## src/shared/dspsc_pkg.sv

```systemverilog
// constants and carriers for the sequencer control/status bank
// assumes a 32-bit host address/data path on the core clock
package dspsc_pkg;
    // ==========================================
    // address map
    localparam logic [31:0] RAM_BASE = 32'hfffe0000;
    localparam logic [31:0] RAM_END = 32'hfffe1000;
    localparam logic [31:0] DED_BASE = 32'hffff8000;
    localparam logic [31:0] DED_END = 32'hffff8028;
    localparam logic [31:0] CSR_BASE = 32'hffff9000;
    localparam logic [31:0] CSR_END = 32'hffff9018;
    localparam logic [31:0] A_OVF = 32'hffff8004;
    localparam logic [31:0] A_LOOP = 32'hffff8018;
    localparam logic [31:0] A_PTR = 32'hffff8020;
    localparam logic [31:0] A_RUN = 32'hffff9000;
    localparam logic [31:0] A_ABORT = 32'hffff9004;
    localparam logic [31:0] A_HFLAG = 32'hffff9008;
    localparam logic [31:0] A_HMASK = 32'hffff900c;
    localparam logic [31:0] A_GATE = 32'hffff9010;
    localparam logic [31:0] A_NMI = 32'hffff9014;
    // ==========================================
    // fields
    localparam int CNT_LSB = 16;
    localparam int BIT_STALL = 0;
    localparam int BIT_ACTIVE = 0;
    localparam int BIT_HALT = 0;
    localparam int BIT_OVF = 0;
    localparam int BIT_SAT = 1;
    localparam int NMI_ERR = 2;
    localparam int NMI_UND = 1;
    localparam int NMI_EXT = 0;
    // ==========================================
    // reset values
    localparam logic [31:0] LOOP_RST = 32'h00000000;
    localparam logic [15:0] PTR_RST = 16'h0000;
    localparam logic [2:0] NMI_RST = 3'h0;
    localparam logic [1:0] OVF_RST = 2'h0;
    // ==========================================
    // carriers
    typedef enum logic {ST_IDLE = 1'b0, ST_RUN = 1'b1} dspsc_state_t;
    typedef struct packed {
        logic [31:0] addr;
        logic wr;
        logic rd;
        logic [31:0] wdata;
    } dspsc_host_req_t;
    typedef struct packed {
        logic stopped;
        logic load_loop;
        logic [31:0] loop_in;
        logic dec;
        logic undef_cmd;
        logic ovf_set;
        logic sat_set;
        logic ptr_upd;
        logic [15:0] ptr_in;
        logic ext_req;
    } dspsc_unit_evt_t;
endpackage

```

## src/logic/dspsc_regs.sv

```systemverilog
// control/status bank between the host core and the command-list unit
// assumes unit events are one-cycle pulses on the same clock
// Notes on behaviour
// - loop register: count in bits 31..16, jump target in bits 15..0.
// - host reads/writes loop register; unit loads it and reads it for stores.
// - decrement-and-jump command decrements the count field.
// - abort write halts execution, clears overflow, hold, halt flag and mask.
// - abort location is write-only and host-only; reads give zero.
// - external reference proceeds when hold is 0, stalls while it is 1.
// - hold bit is host read/write, cleared by reset and abort.
// - run bit reads 1 while executing, 0 idle, cleared on reset.
// - halt flag sets each time the unit stops execution; an abort stop does not set it.
// - halt flag is read-only, cleared by read, abort and reset.
// - interrupt request when halt flag and its mask bit are both 1.
// - mask register host read/write, cleared by reset and abort.
// - nonmaskable source: error bit 2, undefined bit 1, pin bit 0.
// - error bit sets on host access to unit space while running, exempt bank.
// - undefined bit sets on breakpoint or reserved command attempt.
// - pin bit sets on a falling edge of the active-low pin.
// - any nonmaskable source bit set raises the nonmaskable request.
// - nonmaskable source clears on reset and on every read.
// - decode RAM, dedicated and control ranges; gaps read zero.
// - pointer write starts execution; pointer accessible only while idle.
// - overflow and saturation bits clear on reset and abort.
`timescale 1ns/1ps
`default_nettype none
module dspsc_regs (
    // clock, reset, enable
    input wire logic clock,
    input wire logic rst,
    input wire logic ce,
    // host side
    input wire dspsc_pkg::dspsc_host_req_t host_req,
    output logic [31:0] rdata_q,
    output logic rvalid_q,
    output logic halt_irq,
    output logic nmi_req,
    // pins
    input wire logic nmi_pin_n,
    // command-list unit side
    input wire dspsc_pkg::dspsc_unit_evt_t unit_evt,
    output logic seq_start_q,
    output logic seq_abort_q,
    output logic [15:0] cmd_ptr_q,
    output logic [31:0] loop_q,
    output logic ext_grant,
    output logic ext_stall,
    output logic run
);
    // ==========================================
    // state
    dspsc_pkg::dspsc_state_t st_q, st_d;
    logic stall_q, stall_d;
    logic flag_q, flag_d;
    logic mask_q, mask_d;
    logic [2:0] nmi_q, nmi_d;
    logic [1:0] ovf_q, ovf_d;
    logic [31:0] loop_d, rdata_d;
    logic [15:0] ptr_d;
    logic start_d, abort_d;
    logic s1_q, s2_q, s3_q;
    // ==========================================
    // decode
    logic [31:0] a;
    logic acc, in_unit, in_csr, err_evt, abort_wr, blocked, nmi_edge;
    assign a = host_req.addr;
    assign acc = host_req.wr | host_req.rd;
    assign in_csr = (a >= dspsc_pkg::CSR_BASE) && (a < dspsc_pkg::CSR_END);
    assign in_unit = in_csr
        || ((a >= dspsc_pkg::RAM_BASE) && (a < dspsc_pkg::RAM_END))
        || ((a >= dspsc_pkg::DED_BASE) && (a < dspsc_pkg::DED_END));
    assign err_evt = acc && run && in_unit && !in_csr;
    // dedicated registers are frozen to the host while running
    assign blocked = run && !in_csr;
    assign abort_wr = host_req.wr && (a == dspsc_pkg::A_ABORT);
    assign nmi_edge = s3_q && !s2_q;
    assign run = (st_q == dspsc_pkg::ST_RUN);
    assign halt_irq = flag_q && mask_q;
    assign nmi_req = |nmi_q;
    assign ext_grant = unit_evt.ext_req && !stall_q;
    assign ext_stall = unit_evt.ext_req && stall_q;
    // ==========================================
    // next values
    always_comb begin
        st_d = st_q;
        stall_d = stall_q;
        flag_d = flag_q;
        mask_d = mask_q;
        nmi_d = nmi_q;
        ovf_d = ovf_q;
        loop_d = loop_q;
        ptr_d = cmd_ptr_q;
        start_d = 1'b0;
        abort_d = 1'b0;
        rdata_d = 32'h00000000;
        // read data is sampled before any read-clear below
        if (host_req.rd && !blocked) begin
            unique case (a)
                dspsc_pkg::A_OVF: rdata_d = {30'h0, ovf_q};
                dspsc_pkg::A_LOOP: rdata_d = loop_q;
                dspsc_pkg::A_PTR: rdata_d = {16'h0, cmd_ptr_q};
                dspsc_pkg::A_RUN: rdata_d = {31'h0, run};
                dspsc_pkg::A_HFLAG: rdata_d = {31'h0, flag_q};
                dspsc_pkg::A_HMASK: rdata_d = {31'h0, mask_q};
                dspsc_pkg::A_GATE: rdata_d = {31'h0, stall_q};
                dspsc_pkg::A_NMI: rdata_d = {29'h0, nmi_q};
                default: rdata_d = 32'h00000000;
            endcase
        end
        // read clears; a same-cycle set below still wins
        if (host_req.rd && (a == dspsc_pkg::A_HFLAG)) begin
            flag_d = 1'b0;
        end
        if (host_req.rd && (a == dspsc_pkg::A_NMI)) begin
            nmi_d = dspsc_pkg::NMI_RST;
        end
        if (host_req.rd && !blocked && (a == dspsc_pkg::A_OVF)) begin
            ovf_d = dspsc_pkg::OVF_RST;
        end
        // host writes, upper bits of narrow registers dropped
        if (host_req.wr && !blocked) begin
            if (a == dspsc_pkg::A_LOOP) begin
                loop_d = host_req.wdata;
            end
            if (a == dspsc_pkg::A_PTR) begin
                ptr_d = host_req.wdata[15:0];
                st_d = dspsc_pkg::ST_RUN;
                start_d = 1'b1;
            end
            if (a == dspsc_pkg::A_GATE) begin
                stall_d = host_req.wdata[dspsc_pkg::BIT_STALL];
            end
            if (a == dspsc_pkg::A_HMASK) begin
                mask_d = host_req.wdata[dspsc_pkg::BIT_HALT];
            end
        end
        // unit side
        if (unit_evt.load_loop) begin
            loop_d = unit_evt.loop_in;
        end else if (unit_evt.dec && run) begin
            loop_d[31:dspsc_pkg::CNT_LSB] = loop_q[31:dspsc_pkg::CNT_LSB] - 16'h0001;
        end
        if (unit_evt.ptr_upd && run) begin
            ptr_d = unit_evt.ptr_in;
        end
        if (unit_evt.ovf_set) begin
            ovf_d[dspsc_pkg::BIT_OVF] = 1'b1;
        end
        if (unit_evt.sat_set) begin
            ovf_d[dspsc_pkg::BIT_SAT] = 1'b1;
        end
        if (run && unit_evt.stopped) begin
            st_d = dspsc_pkg::ST_IDLE;
            flag_d = 1'b1;
        end
        // sources of the nonmaskable request
        if (err_evt) begin
            nmi_d[dspsc_pkg::NMI_ERR] = 1'b1;
        end
        if (unit_evt.undef_cmd) begin
            nmi_d[dspsc_pkg::NMI_UND] = 1'b1;
        end
        if (nmi_edge) begin
            nmi_d[dspsc_pkg::NMI_EXT] = 1'b1;
        end
        // abort overrides everything it clears
        if (abort_wr) begin
            st_d = dspsc_pkg::ST_IDLE;
            abort_d = 1'b1;
            start_d = 1'b0;
            stall_d = 1'b0;
            flag_d = 1'b0;
            mask_d = 1'b0;
            ovf_d = dspsc_pkg::OVF_RST;
        end
    end
    // ==========================================
    // registers
    always_ff @(posedge clock) begin
        if (rst) begin
            st_q <= dspsc_pkg::ST_IDLE;
            stall_q <= 1'b0;
            flag_q <= 1'b0;
            mask_q <= 1'b0;
            nmi_q <= dspsc_pkg::NMI_RST;
            ovf_q <= dspsc_pkg::OVF_RST;
            loop_q <= dspsc_pkg::LOOP_RST;
            cmd_ptr_q <= dspsc_pkg::PTR_RST;
            seq_start_q <= 1'b0;
            seq_abort_q <= 1'b0;
            rdata_q <= 32'h00000000;
            rvalid_q <= 1'b0;
            s1_q <= 1'b1;
            s2_q <= 1'b1;
            s3_q <= 1'b1;
        end else if (ce) begin
            st_q <= st_d;
            stall_q <= stall_d;
            flag_q <= flag_d;
            mask_q <= mask_d;
            nmi_q <= nmi_d;
            ovf_q <= ovf_d;
            loop_q <= loop_d;
            cmd_ptr_q <= ptr_d;
            seq_start_q <= start_d;
            seq_abort_q <= abort_d;
            rdata_q <= rdata_d;
            rvalid_q <= host_req.rd;
            s1_q <= nmi_pin_n;
            s2_q <= s1_q;
            s3_q <= s2_q;
        end
    end
    // ==========================================
    // checks
    property p_abort_clr;
        @(posedge clock) disable iff (rst)
        ce && abort_wr |=> !run && !stall_q && !flag_q && !mask_q && ovf_q == 2'h0;
    endproperty
    a_abort_clr: assert property (p_abort_clr) else $error("abort left state");
    property p_abort_pulse;
        @(posedge clock) disable iff (rst)
        ce && abort_wr |=> seq_abort_q && !seq_start_q;
    endproperty
    a_abort_pulse: assert property (p_abort_pulse) else $error("no abort pulse");
    property p_stall;
        @(posedge clock) disable iff (rst)
        unit_evt.ext_req |-> (ext_stall == stall_q) && (ext_grant != stall_q);
    endproperty
    a_stall: assert property (p_stall) else $error("hold gate wrong");
    property p_halt_set;
        @(posedge clock) disable iff (rst)
        ce && run && unit_evt.stopped && !abort_wr |=> flag_q && !run;
    endproperty
    a_halt_set: assert property (p_halt_set) else $error("halt flag not set");
    property p_halt_rc;
        @(posedge clock) disable iff (rst)
        ce && host_req.rd && a == dspsc_pkg::A_HFLAG && !unit_evt.stopped |=> !flag_q;
    endproperty
    a_halt_rc: assert property (p_halt_rc) else $error("halt flag not cleared");
    property p_err;
        @(posedge clock) disable iff (rst)
        ce && acc && run && a == dspsc_pkg::A_LOOP |=> nmi_q[2] && nmi_req;
    endproperty
    a_err: assert property (p_err) else $error("error bit not set");
    property p_pin;
        @(posedge clock) disable iff (rst)
        ce && nmi_pin_n ##1 ce && !nmi_pin_n ##1 ce [*2] |=> nmi_q[0];
    endproperty
    a_pin: assert property (p_pin) else $error("pin edge lost");
    property p_nmi_rc;
        @(posedge clock) disable iff (rst)
        ce && host_req.rd && a == dspsc_pkg::A_NMI && !err_evt && !unit_evt.undef_cmd
            && !nmi_edge |=> nmi_q == 3'h0;
    endproperty
    a_nmi_rc: assert property (p_nmi_rc) else $error("source not cleared");
    property p_dec;
        @(posedge clock) disable iff (rst)
        ce && run && unit_evt.dec && !unit_evt.load_loop
            && !(host_req.wr && a == dspsc_pkg::A_LOOP)
            |=> loop_q[31:16] == $past(loop_q[31:16]) - 16'h0001;
    endproperty
    a_dec: assert property (p_dec) else $error("count not decremented");
    property p_start;
        @(posedge clock) disable iff (rst)
        ce && !run && host_req.wr && a == dspsc_pkg::A_PTR
            |=> run && seq_start_q && cmd_ptr_q == $past(host_req.wdata[15:0]);
    endproperty
    a_start: assert property (p_start) else $error("start failed");
    property p_rst;
        @(posedge clock) rst |=> !run && !halt_irq && !nmi_req;
    endproperty
    a_rst: assert property (p_rst) else $error("reset state wrong");
endmodule
`default_nettype wire

```

## config.mk

```make
export PLATFORM = sky130hd
export DESIGN_NAME = dspsc_regs
export DESIGN_NICKNAME = d
export VERILOG_FILES = /design/src/shared/dspsc_pkg.sv /design/src/logic/dspsc_regs.sv
export SDC_FILE = /design/constraint.sdc
export NUM_CORES = 1
export LEC_CHECK = 0
export BUFFER_PORTS_ARGS = -buffer_cell sky130_fd_sc_hd__buf_2
export CORE_MARGIN = 2
export CORE_UTILIZATION = 53
export CTS_BUF_LIST = sky130_fd_sc_hd__clkbuf_4 sky130_fd_sc_hd__clkbuf_8
export DETAILED_ROUTE_END_ITERATION = 8
export HOLD_SLACK_MARGIN = 0.05
export PLACE_DENSITY_LB_ADDON = 0.3
export SLEW_MARGIN = 5
export SYNTH_ARGS = -nofsm -noshare
export SYNTH_HDL_FRONTEND = slang
export SYNTH_SLANG_ARGS = --single-unit
```

## constraint.sdc

```tcl
create_clock -name clock -period 4.3 [get_ports clock]
set_clock_uncertainty 0.2 [all_clocks]
set_input_delay 0.645 -clock clock [delete_from_list [all_inputs] [get_ports clock]]
set_output_delay 0.645 -clock clock [all_outputs]
set_load 0.01 [all_outputs]
```

==> metrics.cfg <==
[synth]
synth.distinct_cells = 57
synthesis.area_sq_um = 4822
syn-instance-count = 591
synth_edf_count = 0
synth_top_flop_cell = dfxtp_1
yosys_warnings = 0
synth_nets = 718
yosysSeqAreaShare = 0.3944
ys_ff_latch = 95
syn_area_per_cell_sq_um = 8.159
synthArstFlopShare = 0

[floorplanning]
dieArea_sq_um = 9877
die_h_um = 99.39
die_w_um = 99.39
ios = 214
start_util = 0.5503
rows = 34
core-area_sq_um = 8763

[route]
routedWlPerCell_um = 17.29
firstDrtPassIters = 7
drcViolationCount = 0
drt-initial-drc-count = 302
viasPerCell = 5.998
ant_nets = 0
num_vias = 5308
drt-total-wl_um = 15310

[setup_path]
cpMaxStageDelayCell = or4b_2
cp_max_fo = 17
cp-start-kind = input port
cp_data_required_time_ns = 4.39
arrival_ns = 3.01
path_class = input port to flip-flop
endpoint_kind = flip-flop
cp_slowest_stage_delay_ns = 0.75
path_buf_inv = 1
crit_chain = buf_2 > or4b_2 > nor4_1 > and4_1 > o31a_1 > o21ai_0 > a21oi_1
cp_top_family = simple AND/OR/NAND/NOR gates

[timing]
rsz0062_at_grt = false
fmax_ghz = 0.3426
setup_tns_ns = 0
timing.hold.ws_ns = 0.2668
setup_violations = 0
hold_viol_final = 0
period_share = 0.6788
layout_min_cycle_time_ns = 2.919
worst_pin_slew_ns = 0.7286
timing.final.ws_setup_ns = 1.381
relSlewSlack = 0.5138
report.final.slew_viol_count = 0

[final_layout]
final_common_cell = buf_2
antenna_cells = 0
finalNetCount = 899
final_cell_mix = 213 x buf_2, 95 x dfxtp_1, 77 x nor2_1
syn2layout_area_growth_pct = 25.90
drive_gt1_frac = 0.3192
final_cell_area_sq_um = 6071

[global_routing]
grt_first_pass_wirelength_um = 24630
grt_max_degree = 41
overflow = 0
antenna_found_initial = 0
grt_usage = 0.3039
grt_pass1_vias = 5004

[clocking]
cts.clk_slew.worst_paths_ns = 0.09
clock-root-buffer = clkbuf_8
ctsResizeCount = 0
numCtsBuffers = 9
postCtsSetupRepairBufs = 0
cts_hold_buffers = 0
cts_sinks = 95
clock_latency_ns = 0.37
cts_max_level = 3
clockBufferDepth = 2
cts_tree = yes

[place]
dp_slack_ns = 1.046
hpwlAfterDp_um = 11440
io_buffers = 213
gp_congestion = 0.9738
placed_area_sq_um = 5874

[min_path]
worstHoldPathType = flip-flop to flip-flop

[power]
p_per_area_nw_per_um2 = 294.9
ir_drop_uv = 200.1
p_leak_uw = 0.002689

[status]
status = complete, no violations

[job]
maxCapViolCount = 0

[worst paths after layout]
kind / from / to / slack, ns / depth (start not counted)
worst min register to register: rdata_q[13] / rdata_q[13] / 0.27 / 2
worst min-delay path: rdata_q[13] / rdata_q[13] / 0.27 / 2
worst max register to register: loop_q[24] / loop_q[31] / 1.64 / 6
worst max-delay path: host_req[35] / loop_q[30] / 1.38 / 7
[power breakdown]
part / switching [uW] / total [uW] / internal, uW
logic: 152 / 272 / 120
clock network: 346 / 587 / 242
registers: 27.6 / 931 / 903
total: 525 / 1790 / 1270
[kinds of logic (layout without fill, tap and decap cells)]
kind of cell | after synthesis | count (layout) | synth area share
compound gates | 166 | 166 | 0.2519
xor+xnor | 7 | 7 | 0.01271
fa+ha+maj | 1 | 1 | 0.002594
buf+inv | 57 | 243 | 0.04956
flops | 95 | 95 | 0.3944
mux | 19 | 19 | 0.03996
simple gates | 246 | 246 | 0.2488
[layout make-up]
type / count / area (sq um)
timing repair buffer: 221 / 1126
clock buffer: 10 / 137.6
clock inverter: 6 / 58.81
fill: 752 / 2693
multi-input combinational: 439 / 2689
sequential: 95 / 1902
tap: 108 / 135.1
inverter: 6 / 22.52
[Yosys cell counts (3+ instances only)]
master    instances  area share
dfxtp_1          95        0.39
nor2_1           78       0.061
nand2_1          60       0.047
clkbuf_1         41       0.032
o21ai_0          34       0.035
a211oi_1         32       0.050
a311oi_1         21       0.038
a22o_1           19       0.035
nand3_1          19       0.020
mux2i_1          17       0.035
a22oi_1          15       0.023
a21oi_1          14       0.015
nor3_1           14       0.015
nor4_1           10       0.013
and3_1            9       0.012
nand4_1           9       0.012
nor2b_1           9       0.012
or3_1             9       0.012
a32oi_1           7       0.013
xnor2_1           7       0.013
and2_1            6      0.0078
inv_1             6      0.0047
nand2b_1          6      0.0078
buf_2             5      0.0052
a211o_1           4      0.0073
o31ai_1           3      0.0047
[flip-flops by register name, summed over array words and instances, names as in the netlist, 2 cells and up]
signal and count:
loop_q 32, rdata_q 32, cmd_ptr_q 16, nmi_q 3, ovf_q 2
[metal layers]
metal | global-route usage | part of all wire | up-vias
li1 | - | - | 2553
met1 | 0.3947 | 0.42 | 2468
met2 | 0.5203 | 0.49 | 259
met3 | 0.04919 | 0.076 | 28
met4 | 0.09273 | 0.019 | 0
met5 | 0 | 0 | -
[worst reg2reg max path, delay by kind of cell (launching register included)]
| kind | cells | cell delay, ns |
|---|---|---|
| and+or+nand+nor | 4 | 1.41 |
| DFF | 1 | 0.42 |
| AOI/OAI and AO/OA | 2 | 0.55 |
[per-stage QoR]
step           cells  total power [uW]    util
3_3_place_gp     869              1212  0.6703
2_1_floorplan    591              1098       -
6_report         885              1790  0.6927
3_5_place_dp     869              1219  0.6703
5_1_grt          885              1863  0.6927
4_1_cts          885              1797  0.6927
No activity file was read; power rests on OpenSTA's default activity.
